## src/dump_output_map.vh

```
`ifndef DUMP_OUTPUT_MAP_VH
`define DUMP_OUTPUT_MAP_VH
// ====================================================================
// word and frame layout
`define WORD_W 32
`define FIFO_W 33
`define FIFO_DEPTH 16
`define FIFO_AW 4
`define SPEED_BIT 32
`define FTYPE_LSB 0
`define FTYPE_MSB 2
`define FTYPE_WORD 9'h001
`define FTYPE_LTA 3'h4
`define FTYPE_SPEED 3'h3
`define LAST_IDX 9'h108
// ====================================================================
// status field positions
`define ST_FILL_LSB 0
`define ST_FILL_MSB 2
`define ST_LTA_RDY 3
`define ST_SPEED_RDY 4
// ====================================================================
// link timing in link clock edges
`define PREAMBLE_LAST 5'h0f
`define GAP_EDGES 3'h4
// ====================================================================
// synchroniser slots
`define SY_CS 0
`define SY_GRANT 1
`define SY_SUSP 2
`define SY_NRDY 3
`define SY_LCLK 4
`endif

```

## src/frame_fifo.v

```verilog
`timescale 1ns/1ps
// ====================================================================
// first-word-fall-through buffer
module frame_fifo #(
  parameter WIDTH = 33,
  parameter DEPTH = 16,
  parameter AW = 4
) (
  input wire clk,
  input wire rst_b,
  input wire in_valid,
  output wire in_ready,
  input wire [WIDTH-1:0] in_data,
  output wire out_valid,
  input wire out_ready,
  output wire [WIDTH-1:0] out_data
);
  reg [WIDTH-1:0] mem [0:DEPTH-1];
  reg [AW-1:0] wr_ptr;
  reg [AW-1:0] rd_ptr;
  reg [AW:0] count;
  wire push;
  wire pop;

  assign in_ready = (count != DEPTH[AW:0]);
  assign out_valid = (count != {(AW+1){1'b0}});
  assign out_data = mem[rd_ptr];
  assign push = in_valid && in_ready;
  assign pop = out_valid && out_ready;

  always @(posedge clk) begin
    if (push) begin
      mem[wr_ptr] <= in_data;
    end
  end

  always @(posedge clk or negedge rst_b) begin
    if (!rst_b) begin
      wr_ptr <= {AW{1'b0}};
      rd_ptr <= {AW{1'b0}};
      count <= {(AW+1){1'b0}};
    end else begin
      if (push) begin
        wr_ptr <= wr_ptr + {{(AW-1){1'b0}}, 1'b1};
      end
      if (pop) begin
        rd_ptr <= rd_ptr + {{(AW-1){1'b0}}, 1'b1};
      end
      if (push && !pop) begin
        count <= count + {{AW{1'b0}}, 1'b1};
      end else if (pop && !push) begin
        count <= count - {{AW{1'b0}}, 1'b1};
      end
    end
  end
endmodule // frame_fifo

```

## src/dump_output_scheduler_port.v

```verilog
// Notes on behaviour
// - select low enables status drivers; select high tri-states them, ignores grant.
// - status bits 0-2 report accumulation memory fullness.
// - status bit 3 set while an integrated frame is buffered.
// - status bit 4 set while a speed-dump frame is buffered.
// - grant low enables bus drivers and starts frame transmission.
// - frame-sent pulses low one link cycle after each frame.
// - grant still low four link edges after pulse starts next frame.
// - grant held with no data keeps frame-sent low until change.
// - all bus clocks derive from the link clock input.
// - once granted, honour suspend and not-ready signals and drive the direction signal low.
// - strobe runs stable sixteen link cycles before any data.
// - separate driver clock and bus strobe outputs.
// - local bus runs at the link clock period of 25 ns.
// - word 1 type field is 100 integrated, 011 speed dump.
// - final word is sum of words 0 to 264 modulo 2^32.
`timescale 1ns/1ps
`include "dump_output_map.vh"
module dump_output_scheduler_port (
  input wire clk,
  input wire rst_b,
  input wire link_clock_in,
  input wire select_n,
  input wire transmit_grant_n,
  input wire bus_suspend_n,
  input wire bus_not_ready_n,
  input wire [2:0] memory_fill,
  input wire word_valid,
  output wire word_ready,
  input wire [31:0] word_data,
  input wire word_speed,
  output reg [4:0] status_out,
  output reg status_oe,
  output reg frame_sent_n,
  output reg frame_sent_oe,
  output reg [31:0] bus_data,
  output reg bus_sync_n,
  output reg bus_valid_n,
  output reg bus_dir_n,
  output reg bus_oe,
  output reg driver_clock_out,
  output reg bus_strobe_out
);
  localparam S_IDLE = 3'h0;
  localparam S_PRE = 3'h1;
  localparam S_SEND = 3'h2;
  localparam S_CSUM = 3'h3;
  localparam S_SENT = 3'h4;
  localparam S_GAP = 3'h5;
  localparam S_HOLD = 3'h6;
  localparam S_DROP = 3'h7;

  reg [4:0] sync1;
  reg [4:0] sync2;
  reg link_prev;
  reg [2:0] state;
  reg [4:0] pre_cnt;
  reg [2:0] gap_cnt;
  reg [8:0] word_idx;
  reg [31:0] checksum;
  wire link_tick;
  wire selected;
  wire granted;
  wire paused;
  wire head_valid;
  wire head_ready;
  wire [32:0] head;
  wire [31:0] send_word;
  wire take_word;
  wire drop_word;

  // ==================================================================
  // type field insertion into word 1
  function [31:0] with_type;
    input [31:0] w;
    input [8:0] idx;
    input speed;
    begin
      with_type = w;
      if (idx == `FTYPE_WORD) begin
        with_type[`FTYPE_MSB:`FTYPE_LSB] = speed ? `FTYPE_SPEED : `FTYPE_LTA;
      end
    end
  endfunction

  // ==================================================================
  // end of frame test on the word index
  function last_word;
    input [8:0] idx;
    begin
      last_word = (idx == `LAST_IDX);
    end
  endfunction

  // ==================================================================
  // input synchronisers
  always @(posedge clk or negedge rst_b) begin
    if (!rst_b) begin
      sync1 <= 5'h1f;
      sync2 <= 5'h1f;
      link_prev <= 1'b1;
    end else begin
      sync1 <= {link_clock_in, bus_not_ready_n, bus_suspend_n, transmit_grant_n, select_n};
      sync2 <= sync1;
      link_prev <= sync2[`SY_LCLK];
    end
  end

  assign link_tick = sync2[`SY_LCLK] && !link_prev;
  assign selected = !sync2[`SY_CS];
  assign granted = selected && !sync2[`SY_GRANT];
  assign paused = !sync2[`SY_SUSP] || !sync2[`SY_NRDY];

  // ==================================================================
  // transmit buffer
  frame_fifo #(
    .WIDTH(`FIFO_W),
    .DEPTH(`FIFO_DEPTH),
    .AW(`FIFO_AW)
  ) u_fifo (
    .clk(clk),
    .rst_b(rst_b),
    .in_valid(word_valid),
    .in_ready(word_ready),
    .in_data({word_speed, word_data}),
    .out_valid(head_valid),
    .out_ready(head_ready),
    .out_data(head)
  );

  assign send_word = with_type(head[`WORD_W-1:0], word_idx, head[`SPEED_BIT]);
  assign take_word = (state == S_SEND) && link_tick && !paused && head_valid && granted;
  assign drop_word = (state == S_DROP) && head_valid;
  assign head_ready = take_word || drop_word;

  // ==================================================================
  // status reporting
  always @(posedge clk or negedge rst_b) begin
    if (!rst_b) begin
      status_out <= 5'h00;
      status_oe <= 1'b0;
    end else begin
      status_oe <= selected;
      status_out[`ST_FILL_MSB:`ST_FILL_LSB] <= memory_fill;
      status_out[`ST_LTA_RDY] <= head_valid && !head[`SPEED_BIT];
      status_out[`ST_SPEED_RDY] <= head_valid && head[`SPEED_BIT];
    end
  end

  // ==================================================================
  // transmit master sequencer
  always @(posedge clk or negedge rst_b) begin
    if (!rst_b) begin
      state <= S_IDLE;
      pre_cnt <= 5'h00;
      gap_cnt <= 3'h0;
      word_idx <= 9'h000;
      checksum <= 32'h00000000;
      bus_data <= 32'h00000000;
      bus_sync_n <= 1'b1;
      bus_valid_n <= 1'b1;
      frame_sent_n <= 1'b1;
    end else begin
      case (state)
        S_IDLE: begin
          frame_sent_n <= 1'b1;
          bus_valid_n <= 1'b1;
          bus_sync_n <= 1'b1;
          if (granted) begin
            state <= S_PRE;
            pre_cnt <= 5'h00;
          end
        end
        S_PRE: begin
          if (!granted) begin
            bus_valid_n <= 1'b1;
            bus_sync_n <= 1'b1;
            state <= S_IDLE;
          end else if (link_tick) begin
            if (pre_cnt == `PREAMBLE_LAST) begin
              state <= S_SEND;
              word_idx <= 9'h000;
              checksum <= 32'h00000000;
            end else begin
              pre_cnt <= pre_cnt + 5'h01;
            end
          end
        end
        S_SEND: begin
          if (!granted) begin
            bus_valid_n <= 1'b1;
            bus_sync_n <= 1'b1;
            if (word_idx == 9'h000) begin
              state <= S_IDLE;
            end else begin
              state <= S_DROP;
            end
          end else if (link_tick) begin
            bus_valid_n <= !take_word;
            bus_sync_n <= !(take_word && word_idx == 9'h000);
            if (take_word) begin
              bus_data <= send_word;
              checksum <= checksum + send_word;
              word_idx <= word_idx + 9'h001;
              if (last_word(word_idx)) begin
                state <= S_CSUM;
              end
            end
          end
        end
        S_CSUM: begin
          if (!granted) begin
            bus_valid_n <= 1'b1;
            state <= S_IDLE;
          end else if (link_tick && !paused) begin
            bus_data <= checksum;
            bus_valid_n <= 1'b0;
            bus_sync_n <= 1'b1;
            state <= S_SENT;
          end else if (link_tick) begin
            bus_valid_n <= 1'b1;
          end
        end
        S_SENT: begin
          if (!granted) begin
            bus_valid_n <= 1'b1;
          end
          if (link_tick) begin
            bus_valid_n <= 1'b1;
            frame_sent_n <= 1'b0;
            gap_cnt <= 3'h0;
            state <= S_GAP;
          end
        end
        S_GAP: begin
          if (link_tick) begin
            frame_sent_n <= 1'b1;
            gap_cnt <= gap_cnt + 3'h1;
            if (gap_cnt + 3'h1 == `GAP_EDGES) begin
              if (!granted) begin
                state <= S_IDLE;
              end else if (head_valid) begin
                state <= S_SEND;
                word_idx <= 9'h000;
                checksum <= 32'h00000000;
              end else begin
                frame_sent_n <= 1'b0;
                state <= S_HOLD;
              end
            end
          end
        end
        S_HOLD: begin
          if (!granted) begin
            frame_sent_n <= 1'b1;
            state <= S_IDLE;
          end else if (head_valid) begin
            frame_sent_n <= 1'b1;
            state <= S_SEND;
            word_idx <= 9'h000;
            checksum <= 32'h00000000;
          end
        end
        S_DROP: begin
          bus_valid_n <= 1'b1;
          bus_sync_n <= 1'b1;
          if (drop_word) begin
            word_idx <= word_idx + 9'h001;
            if (last_word(word_idx)) begin
              state <= S_IDLE;
            end
          end
        end
        default: begin
          state <= S_IDLE;
        end
      endcase
    end
  end

  // ==================================================================
  // bus drivers, driver clock and strobe
  always @(posedge clk or negedge rst_b) begin
    if (!rst_b) begin
      bus_oe <= 1'b0;
      bus_dir_n <= 1'b1;
      frame_sent_oe <= 1'b0;
      driver_clock_out <= 1'b0;
      bus_strobe_out <= 1'b0;
    end else begin
      bus_oe <= (state != S_IDLE) && granted;
      bus_dir_n <= !((state != S_IDLE) && granted);
      frame_sent_oe <= selected;
      driver_clock_out <= sync2[`SY_LCLK];
      bus_strobe_out <= (state != S_IDLE) && sync2[`SY_LCLK];
    end
  end
endmodule // dump_output_scheduler_port

```

## config.mk

```make
export PLATFORM = sky130hd
export DESIGN_NAME = dump_output_scheduler_port
export DESIGN_NICKNAME = d
export VERILOG_FILES = /design/src/frame_fifo.v /design/src/dump_output_scheduler_port.v
export VERILOG_INCLUDE_DIRS = /design/src
export SDC_FILE = /design/constraint.sdc
export NUM_CORES = 1
export LEC_CHECK = 0
export BUFFER_PORTS_ARGS = -buffer_cell sky130_fd_sc_hd__buf_2
export CAP_MARGIN = 20
export CELL_PAD_IN_SITES_DETAIL_PLACEMENT = 0
export CELL_PAD_IN_SITES_GLOBAL_PLACEMENT = 1
export CORE_UTILIZATION = 55
export CTS_CLUSTER_SIZE = 40
export DETAILED_ROUTE_END_ITERATION = 10
export GPL_ROUTABILITY_DRIVEN = 0
export PLACE_DENSITY = 0.92
export SLEW_MARGIN = 20
export SYNTH_ARGS = -nofsm -noshare
export SYNTH_HDL_FRONTEND = slang
export SYNTH_HIERARCHICAL = 1
export SYNTH_SLANG_ARGS = --single-unit
```

## constraint.sdc

```tcl
create_clock -name clk -period 13.7 [get_ports clk]
set_clock_uncertainty 0.2 [all_clocks]
set_input_delay 2.74 -clock clk [delete_from_list [all_inputs] [get_ports clk]]
set_output_delay 2.74 -clock clk [all_outputs]
set_load 0.01 [all_outputs]
```

==> results_dict.tcl, run 1 <==
set metrics [dict create \
    swShare_pct 31.69 \
    arrival_ns 5.97 \
    fillCellCount 3583 \
    cp-end-kind "register" \
    antenna_found_initial 5 \
    synth-seq-cells 649 \
    finalSetupTns_ns 0 \
    core_mm2 0.05007 \
    drc 0 \
    maxCapViolations 0 \
    track_usage_pct 23.95 \
    grt_max_degree 122 \
    synth_area_leaders "edfxtp_1 57%, dfrtp_1 9.5%, mux2i_1 6.1%" \
    ys.warnings.count 6 \
    path_clk_slew_ns 0.06 \
    numPortBuffers 90 \
    worst_slew_margin_rel_pct 29.93 \
    cts_tree "done" \
    placed_area_mm2 0.02879 \
    clk_latency_ns 0.60 \
    period_minus_slack_ns 5.694 \
    path_max_fanout 42 \
    seq_area_mm2 0.01891 \
    internal-power_uw 4030 \
    post_synth_num_cell_types 77 \
    cts_buffers 66 \
    p_sw_uw 1870 \
    initialDrtViolationCount 1410 \
    drtAntennaViolNets 0 \
    h-tree-depth 3 \
    start_util_pct 55.62 \
    via_count 15820 \
    startpoint_type "register" \
    finalCritPeriodShare_pct 41.56 \
    overflow 0 \
    p_clk_share_pct 30.2 \
    rows 82 \
    clock-root-buffer "clkbuf_16" \
    hold_path_class "reg -> reg" \
    cts_resized 0 \
    p_leak_uw 0.01146 \
    clk_path_buf_depth 3 \
    clock.fmax_mhz 175.6 \
    worst_slew_pin_slew_ns 1.048 \
    yosysSeqAreaShare_pct 67.88 \
    crit_required_ns 13.97 \
    first_global_vias 15865 \
    multiInputGateArea_mm2 0.008279 \
    comb_power_share_pct 28.3 \
    drtPass1Iterations 5 \
    routed_wl_um 60120 \
    viasPerCell 6.177 \
    post_drt_wl_per_cell_um 23.47 \
    synth_edf_count 528 \
    die_area_mm2 0.05153 \
    die_h_um 227.0 \
    critical_path_class "reg -> reg" \
    setup_ws_ns 8.006 \
    synth_common_cells "528 x edfxtp_1, 169 x mux2i_1, 137 x nand2_1, 133 x o21ai_0, 106 x dfrtp_1" \
    rsz0062_at_grt "no" \
    cts.hold.buffers_added 0 \
    status "finished clean" \
    setup_viol 0 \
    yosysMostFrequentCell "edfxtp_1" \
    syn_nets 1831 \
    synth_cells 1738 \
    synth_flop_cell "edfxtp_1" \
    power_frac_seq_pct 41.5 \
    postCtsSetupRepairBufs 0 \
    maxSlewViolCount 0 \
    power_density_mw_per_mm2 190.5 \
    fp.dieW_um 227.0 \
    async_flop_share_pct 18.64 \
    area_growth_pct 11.21 \
    drive_above_1_share_pct 19.88 \
    ir_drop_mv 0.1323 \
    syn-mean-instance-area_um2 16.02 \
    hpwl_um 32820 \
    syn_area_mm2 0.02785 \
    final_cell_area_mm2 0.03097 \
    yosysTopAreaCell "edfxtp_1" \
    clock_sinks 649 \
    layout.nets 1929 \
    place_ws_ns 8.149 \
    grt_pass1_wl_um 91940 \
    synth_top_area_share_pct 56.94 \
    io-pin-count 91 \
    hold_violations 0 \
]
## routing by layer
metal | up-vias | part of all wire (%) | GRT usage (%)
met5 | - | 0.028 | 0
met4 | 2 | 2.4 | 8.552
met3 | 125 | 6.7 | 4.001
met2 | 596 | 50 | 40.43
met1 | 8039 | 41 | 31.49
li1 | 7058 | - | -
## final cells by class
class / instances / share of cell area [%]
multi-input combinational: 979 / 26.73
inverter: 19 / 0.2303
clock buffer: 85 / 5.798
tap: 672 / 2.715
antenna: 3 / 0.02424
sequential: 649 / 61.05
timing repair buffer: 121 / 2.295
clock inverter: 33 / 1.151
## path summary, 6_finish.rpt
kind	from	to	slack, ns	cells past startpoint
worst max-delay path	u_fifo/rd_ptr[1]$_DFFE_PN0P_	checksum[24]$_DFFE_PN0P_	8.01	17
worst min-delay path	sync1[1]$_DFF_PN1_	sync2[1]$_DFF_PN1_	0.15	0
worst max register to register	u_fifo/rd_ptr[1]$_DFFE_PN0P_	checksum[24]$_DFFE_PN0P_	8.01	17
worst min register to register	sync1[1]$_DFF_PN1_	sync2[1]$_DFF_PN1_	0.15	0
max in group asynchronous	rst_b	bus_data[30]$_DFFE_PN0P_	9.96	2
min in group asynchronous	rst_b	gap_cnt[1]$_DFFE_PN0P_	2.10	1
## flip-flops by register name, summed over array words and instances, names as in the netlist, 3 cells and up
name / flops
gap_cnt: 3
u_fifo/rd_ptr: 4
u_fifo/count: 5
status_out: 5
state: 3
u_fifo/mem: 528
bus_data: 32
pre_cnt: 5
sync2: 5
word_idx: 9
checksum: 32
sync1: 5
u_fifo/wr_ptr: 4
## power by group through the flow
stage | sequential, µW | clock, µW | combinational (µW)
5_1_grt | 2470 | 1880 | 1810
2_1_floorplan | 2450 | 0 | 1300
3_3_place_gp | 2470 | 0 | 1610
3_5_place_dp | 2490 | 0 | 1650
6_report | 2450 | 1780 | 1670
4_1_cts | 2450 | 1800 | 1660
## cells in the final DEF, fill, tap and decap left out, types with 7 or more instances in the layout
| cell | n |
|---|---|
| nor2_1 | 39 |
| a221oi_2 | 34 |
| o21ai_0 | 133 |
| a22oi_1 | 35 |
| clkbuf_1 | 14 |
| edfxtp_1 | 528 |
| clkbuf_16 | 68 |
| mux2i_1 | 169 |
| xor2_1 | 16 |
| nand3_1 | 16 |
| and3_1 | 7 |
| a21o_1 | 19 |
| clkinv_1 | 11 |
| dfrtp_1 | 104 |
| o21ai_1 | 9 |
| a31oi_1 | 8 |
| a21oi_1 | 43 |
| nand4_1 | 9 |
| nand2b_1 | 15 |
| a221oi_1 | 33 |
| buf_4 | 30 |
| inv_1 | 18 |
| buf_2 | 89 |
| ha_1 | 47 |
| mux4_2 | 66 |
| nand2_1 | 136 |
| dfstp_2 | 15 |
| nor2_4 | 12 |
| o211ai_1 | 8 |
| nor3_1 | 12 |
| xnor2_1 | 16 |
## cell families (layout without fill, tap and decap cells)
logic type      after synthesis  in the layout  share of synthesized area (%)
xor+xnor                     32             32                          1.006
mux                         241            241                          11.66
buf+inv                     110            258                          2.813
flops                       649            649                          67.88
compound gates              374            374                          9.687
fa+ha+maj                    49             49                          2.256
simple gates                283            283                          4.704
other cells                   0              3                              0
## worst max-delay path: stages, from the launching register on
cell       delay, ns
dfrtp_2         0.33
buf_4           0.53
and2_4          0.58
buf_4           0.67
a221oi_1        0.26
a22oi_1         0.24
nand2_1         0.13
mux2_2          0.32
fa_1            0.48
a211oi_2        0.24
nor2_1          0.13
o31a_4          0.30
o2111ai_2       0.21
a21boi_1        0.10
o31a_1          0.28
a221oi_2        0.25
xor2_1          0.20
o21ai_1         0.07
## metrics by stage
stage | hold WS, ns | utilization (%) | std cells | power, µW
4_1_cts | 0.1548 | 61.80 | 2557 | 5916
6_report | 0.1544 | 61.85 | 2561 | 5899
3_5_place_dp | 0.1468 | 57.50 | 2439 | 4132
5_1_grt | 0.1558 | 61.84 | 2559 | 6158
3_3_place_gp | 0.1469 | 57.50 | 2439 | 4085
2_1_floorplan | 0.1452 | - | 1738 | 3748
Note: power is estimated with default switching activity, not from simulation.
==> run 2: changes to the inputs <==
Settings changed: ABC_AREA from default to 1, CORE_UTILIZATION 55 to 44, PLACE_DENSITY 0.92 to 0.86.
Clock period 13.7 ns to 4.56 ns, I/O delays scaled along.
==> results_dict.tcl, run 2 <==
set metrics [dict create \
    period_minus_slack_ns 4.048 \
    slowest_stage "buf_4" \
    final_common_cell "nand2_1" \
    grt_max_degree 100 \
    initialDrtViolationCount 1849 \
    ys.warnings.count 6 \
    overflow 0 \
    synth_common_cells "1,252 x nand2_1, 528 x edfxtp_1, 352 x inv_1, 282 x nor2_1, 265 x nand3_1" \
    worst_slew_margin_rel_pct 30.38 \
    cts_tree "done" \
    path_max_fanout 99 \
    io-pin-count 91 \
    maxCapViolations 0 \
    clock.fmax_mhz 247.0 \
    setup_ws_ns 0.5120 \
    ir_drop_mv 0.3816 \
    crit_top_cell "nand2_1" \
    clk_path_buf_depth 3 \
    area_growth_pct 12.81 \
    critical_path_class "reg -> reg" \
    status "finished clean" \
    synth_cells 3199 \
    first_global_vias 20195 \
    maxSlewViolCount 0 \
    fp.dieW_um 263.7 \
    postCtsSetupRepairBufs 0 \
    drtAntennaViolNets 0 \
    startpoint "u_fifo/rd_ptr[0]$_DFFE_PN0P_" \
    cts_buffers 72 \
    layout.nets 3388 \
    worst_slew_pin_slew_ns 1.044 \
    clk_latency_ns 0.62 \
    yosysTopAreaCell "edfxtp_1" \
    die_area_mm2 0.06954 \
    drtPass1Iterations 5 \
    crit_required_ns 4.86 \
    numPortBuffers 90 \
    synth_edf_count 528 \
    synth-seq-cells 649 \
    start_util_pct 44.63 \
    arrival_ns 4.35 \
    finalCritPeriodShare_pct 88.77 \
    cp-end-kind "register" \
    die_h_um 263.7 \
    power_density_mw_per_mm2 525.3 \
    core_mm2 0.06751 \
    post_synth_num_cell_types 44 \
    layout_common_cells "1,252 x nand2_1, 528 x edfxtp_1, 351 x inv_1, 266 x nor2_1, 265 x nand3_1" \
    p_leak_uw 0.01491 \
    path_clk_slew_ns 0.06 \
    yosysSeqAreaShare_pct 62.73 \
    rsz0062_at_grt "no" \
    hold_slack_ns 0.1373 \
    routed_wl_um 74690 \
    hpwl_um 44780 \
    largest_reg_flops 528 \
    path_cells "buf_4 -> nand2_1 -> nand3_1 -> nand3_1 -> nand2_1 -> nand2_1 -> ha_1 -> nand2_1 -> nor2_1 -> nand3_1 -> nand2_1 -> nand2_1 -> nand2_1 -> nand2_1 -> nand2_1 -> nand2_1 -> nand3_1 -> nand2_1" \
    viasPerCell 4.992 \
    track_usage_pct 21.82 \
    slowest_delay_ns 0.85 \
    setup_viol 0 \
    async_flop_share_pct 18.64 \
    cts.hold.buffers_added 0 \
    drc 0 \
    post_drt_wl_per_cell_um 17.66 \
    startpoint_type "register" \
    cts_resized 0 \
    reg_top3 "u_fifo/mem (528), bus_data (32), checksum (32)" \
    place_ws_ns 0.5859 \
    antenna_found_initial 7 \
    hold_path_class "in -> async" \
    finalSetupTns_ns 0 \
    synth_flop_cell "edfxtp_1" \
    rows 95 \
    synth_area_leaders "edfxtp_1 53%, nand2_1 16%, dfrtp_1 8.8%" \
    synth_top_area_share_pct 52.62 \
    drive_above_1_share_pct 9.511 \
    yosysMostFrequentCell "nand2_1" \
    h-tree-depth 3 \
    largest_register "u_fifo/mem" \
    hold_violations 0 \
    grt_pass1_wl_um 116100 \
    syn_nets 3292 \
    syn-mean-instance-area_um2 9.420 \
    via_count 21118 \
    clock_sinks 649 \
    clock-root-buffer "clkbuf_16" \
    reg2reg_from "u_fifo/rd_ptr[0]$_DFFE_PN0P_" \
    syn_area_mm2 0.03013 \
]
## run 2: changes by cell type after synthesis, sizes merged, moves of 15 or more
cell	delta
a21o	-18
nand3	+250
nand2b	-15
inv	+345
a22oi	-34
a221oi	-67
mux4	-66
nand2	+1119
a21oi	-15
buf	+39
nor2	+241
o21ai	-71
mux2i	-139
## run 2: logic make-up after synthesis
family / synth area share (%)
AND/OR/NAND/NOR: 24.70
flip-flops: 62.73
buffers and inverters: 6.718
AO/OA/AOI/OAI: 2.022
adder cells (fa/ha/maj): 2.084
multiplexers: 0.9965
XOR/XNOR: 0.7557
## run 2: area by class of cell
class | instances | area (µm²)
fill | 6164 | 33520
sequential | 649 | 18910
multi-input combinational | 2065 | 9350
clock buffer | 94 | 1971
inverter | 365 | 1375
tap | 873 | 1092
timing repair buffer | 142 | 922.1
clock inverter | 39 | 367.9
antenna | 3 | 7.507
## run 2: metrics by stage
step	power, µW	std cells	util (%)	area [µm²]
after floorplan	10670	3199	-	30130
after global placement	12190	4094	46.88	31650
after detailed placement	12230	4094	46.88	31650
after CTS	17970	4227	50.34	33990
after global routing	18820	4229	50.35	33990
final	17860	4230	50.35	33990
## run 2: power by group
part           leakage (µW)  internal (µW)  total (µW)  switching, µW
logic               0.00741           1360        4840           3480
registers           0.00636           7040        7290            252
clock network       0.00115           3360        5730           2370
## run 2: final timing paths
check | to | slack [ns] | depth (start not counted)
hold / removal | bus_data[8]$_DFFE_PN0P_ | 0.14 | 1
min in group clk | sync2[2]$_DFF_PN1_ | 0.15 | 0
hold reg to reg | sync2[2]$_DFF_PN1_ | 0.15 | 0
max in group asynchronous | link_prev$_DFF_PN1_ | 3.12 | 2
setup reg to reg | checksum[23]$_DFFE_PN0P_ | 0.51 | 18
setup / recovery | checksum[23]$_DFFE_PN0P_ | 0.51 | 18
## run 2: layer usage
metal,track usage (%),vias to the layer above,share of wire [%]
met5,0,-,0.050
met1,29.75,9955,44
met2,35.93,561,47
li1,-,10478,-
met3,3.673,118,6.7
met4,6.180,6,2.3
## run 2: critical path, delay by kind of cell (launching register included)
| family | cells | cell delay [ns] |
|---|---|---|
| buf+inv | 1 | 0.85 |
| fa+ha+maj | 1 | 0.43 |
| simple gates | 16 | 1.76 |
| flops | 1 | 0.61 |
==> run 3: changes to the inputs <==
Settings changed: CORE_MARGIN from default to 2, CORE_UTILIZATION 44 to 49, PLACE_DENSITY 0.86 to 0.9.
Clock period 4.56 ns to 4.6 ns, I/O delays scaled along.
==> results_dict.tcl, run 3 (synthesized netlist as in run 2, its figures left out) <==
set metrics [dict create \
    cts_buffers 70 \
    drtPass1Iterations 7 \
    startpoint_type "register" \
    power_density_mw_per_mm2 524.1 \
    maxSlewViolCount 0 \
    hpwl_um 45460 \
    crit_required_ns 4.90 \
    hold_violations 0 \
    ir_drop_mv 0.3243 \
    placed_area_mm2 0.03153 \
    via_count 21407 \
    clock-root-buffer "clkbuf_16" \
    finalCritPeriodShare_pct 93.10 \
    grt_pass1_wl_um 115000 \
    r2r_end "checksum[23]$_DFFE_PN0P_" \
    antenna_found_initial 2 \
    cp-end-kind "register" \
    die_h_um 252.0 \
    drc 0 \
    critical_path_class "reg -> reg" \
    reg2reg_depth 19 \
    fillCellCount 5206 \
    hold_slack_ns 0.04738 \
    final_cell_area_mm2 0.03389 \
    clk_path_buf_depth 3 \
    routed_wl_um 73810 \
    initialDrtViolationCount 1963 \
    setup_viol 0 \
    drive_above_1_share_pct 9.306 \
    fp.dieW_um 252.0 \
    first_global_vias 20282 \
    finalSetupTns_ns 0 \
    track_usage_pct 23.59 \
    status "finished clean" \
    rows 90 \
    dp.cells 4001 \
    path_max_fanout 42 \
    cts_resized 0 \
    grt_max_degree 121 \
    clock_sinks 649 \
    area_growth_pct 12.46 \
    clock.fmax_mhz 233.5 \
    final_common_cell "nand2_1" \
    cts.hold.buffers_added 0 \
    clk_latency_ns 0.62 \
    io-pin-count 91 \
    worst_slew_pin_slew_ns 0.8232 \
    overflow 0 \
    p_total_uw 17760 \
    largest_register "u_fifo/mem" \
    viasPerCell 5.188 \
    reg2reg_from "u_fifo/rd_ptr[1]$_DFFE_PN0P_" \
    core_mm2 0.06058 \
    p_leak_uw 0.01490 \
    h-tree-depth 3 \
    cts_tree "done" \
    worst_slew_margin_rel_pct 44.99 \
    reg_top3 "u_fifo/mem (528), bus_data (32), checksum (32)" \
    rsz0062_at_grt "no" \
    layout.nets 3384 \
    r2r_slack_ns 0.32 \
    largest_reg_flops 528 \
    hold_path_class "in -> async" \
    layout_common_cells "1,252 x nand2_1, 528 x edfxtp_1, 351 x inv_1, 266 x nor2_1, 265 x nand3_1" \
    drtAntennaViolNets 0 \
    post_drt_wl_per_cell_um 17.89 \
    numPortBuffers 90 \
    start_util_pct 49.74 \
    path_clk_slew_ns 0.06 \
    postCtsSetupRepairBufs 0 \
    period_minus_slack_ns 4.283 \
    arrival_ns 4.58 \
    maxCapViolations 0 \
    fin_cells 4126 \
    die_area_mm2 0.06350 \
]
-- run 3: worst max-delay path, cell delays in order (launching register included) --
cell     delay, ns
dfrtp_2       0.69
nand2_1       0.15
inv_2         0.26
buf_4         0.58
nand2_1       0.13
nor2_1        0.23
nor2_1        0.08
nand2_1       0.06
nand2_1       0.14
ha_1          0.40
nand2_1       0.11
nor2_1        0.27
and2_1        0.17
nand2_1       0.05
nand2_1       0.24
nand2_1       0.12
nand2_1       0.08
nand2_1       0.05
nand3_1       0.06
nand2_1       0.05
-- run 3: stage by stage --
| stage | setup WS [ns] | utilization [%] |
|---|---|---|
| after CTS | 0.3950 | 55.93 |
| after detailed placement | 0.4148 | 52.05 |
| after global routing | 0.02313 | 55.93 |
| final | 0.3174 | 55.94 |
| after global placement | 0.3920 | 52.05 |
| after floorplan | 1.217 | - |
-- run 3: worst max path at each step --
stage	slack, ns	from	to
floorplan	1.22	u_fifo/rd_ptr[1]$_DFFE_PN0P_	checksum[16]$_DFFE_PN0P_
global placement	0.39	u_fifo/rd_ptr[0]$_DFFE_PN0P_	checksum[23]$_DFFE_PN0P_
detailed placement	0.41	u_fifo/rd_ptr[1]$_DFFE_PN0P_	checksum[23]$_DFFE_PN0P_
CTS	0.39	u_fifo/rd_ptr[1]$_DFFE_PN0P_	checksum[23]$_DFFE_PN0P_
global route	0.02	u_fifo/rd_ptr[1]$_DFFE_PN0P_	checksum[23]$_DFFE_PN0P_
finish	0.32	u_fifo/rd_ptr[1]$_DFFE_PN0P_	checksum[23]$_DFFE_PN0P_
-- run 3: area by class of cell --
class	count	area (µm²)	share of cell area, %
Clock inverter	33	473.0	1.396
Antenna cell	2	5.005	0.01477
Tap cell	782	978.4	2.887
Sequential cell	649	18910	55.80
Timing Repair Buffer	140	919.6	2.714
Multi-Input combinational cell	2065	9350	27.59
Clock buffer	90	1878	5.542
Inverter	365	1375	4.058
-- run 3: where the power goes --
| part | total, µW | internal (µW) | switching, µW |
|---|---|---|---|
| logic | 4740 | 1340 | 3390 |
| registers | 7240 | 6980 | 263 |
| clock network | 5790 | 3510 | 2280 |
| total | 17800 | 11800 | 5930 |
-- run 3: routing by layer --
| metal | wire (µm) | vias up | track usage (%) |
|---|---|---|---|
| met5 | 0 | - | 0 |
| met4 | 2003 | 0 | 7.405 |
| met3 | 4920 | 129 | 3.755 |
| met2 | 35380 | 700 | 39.25 |
| met1 | 31500 | 10126 | 31.89 |
| li1 | - | 10452 | - |
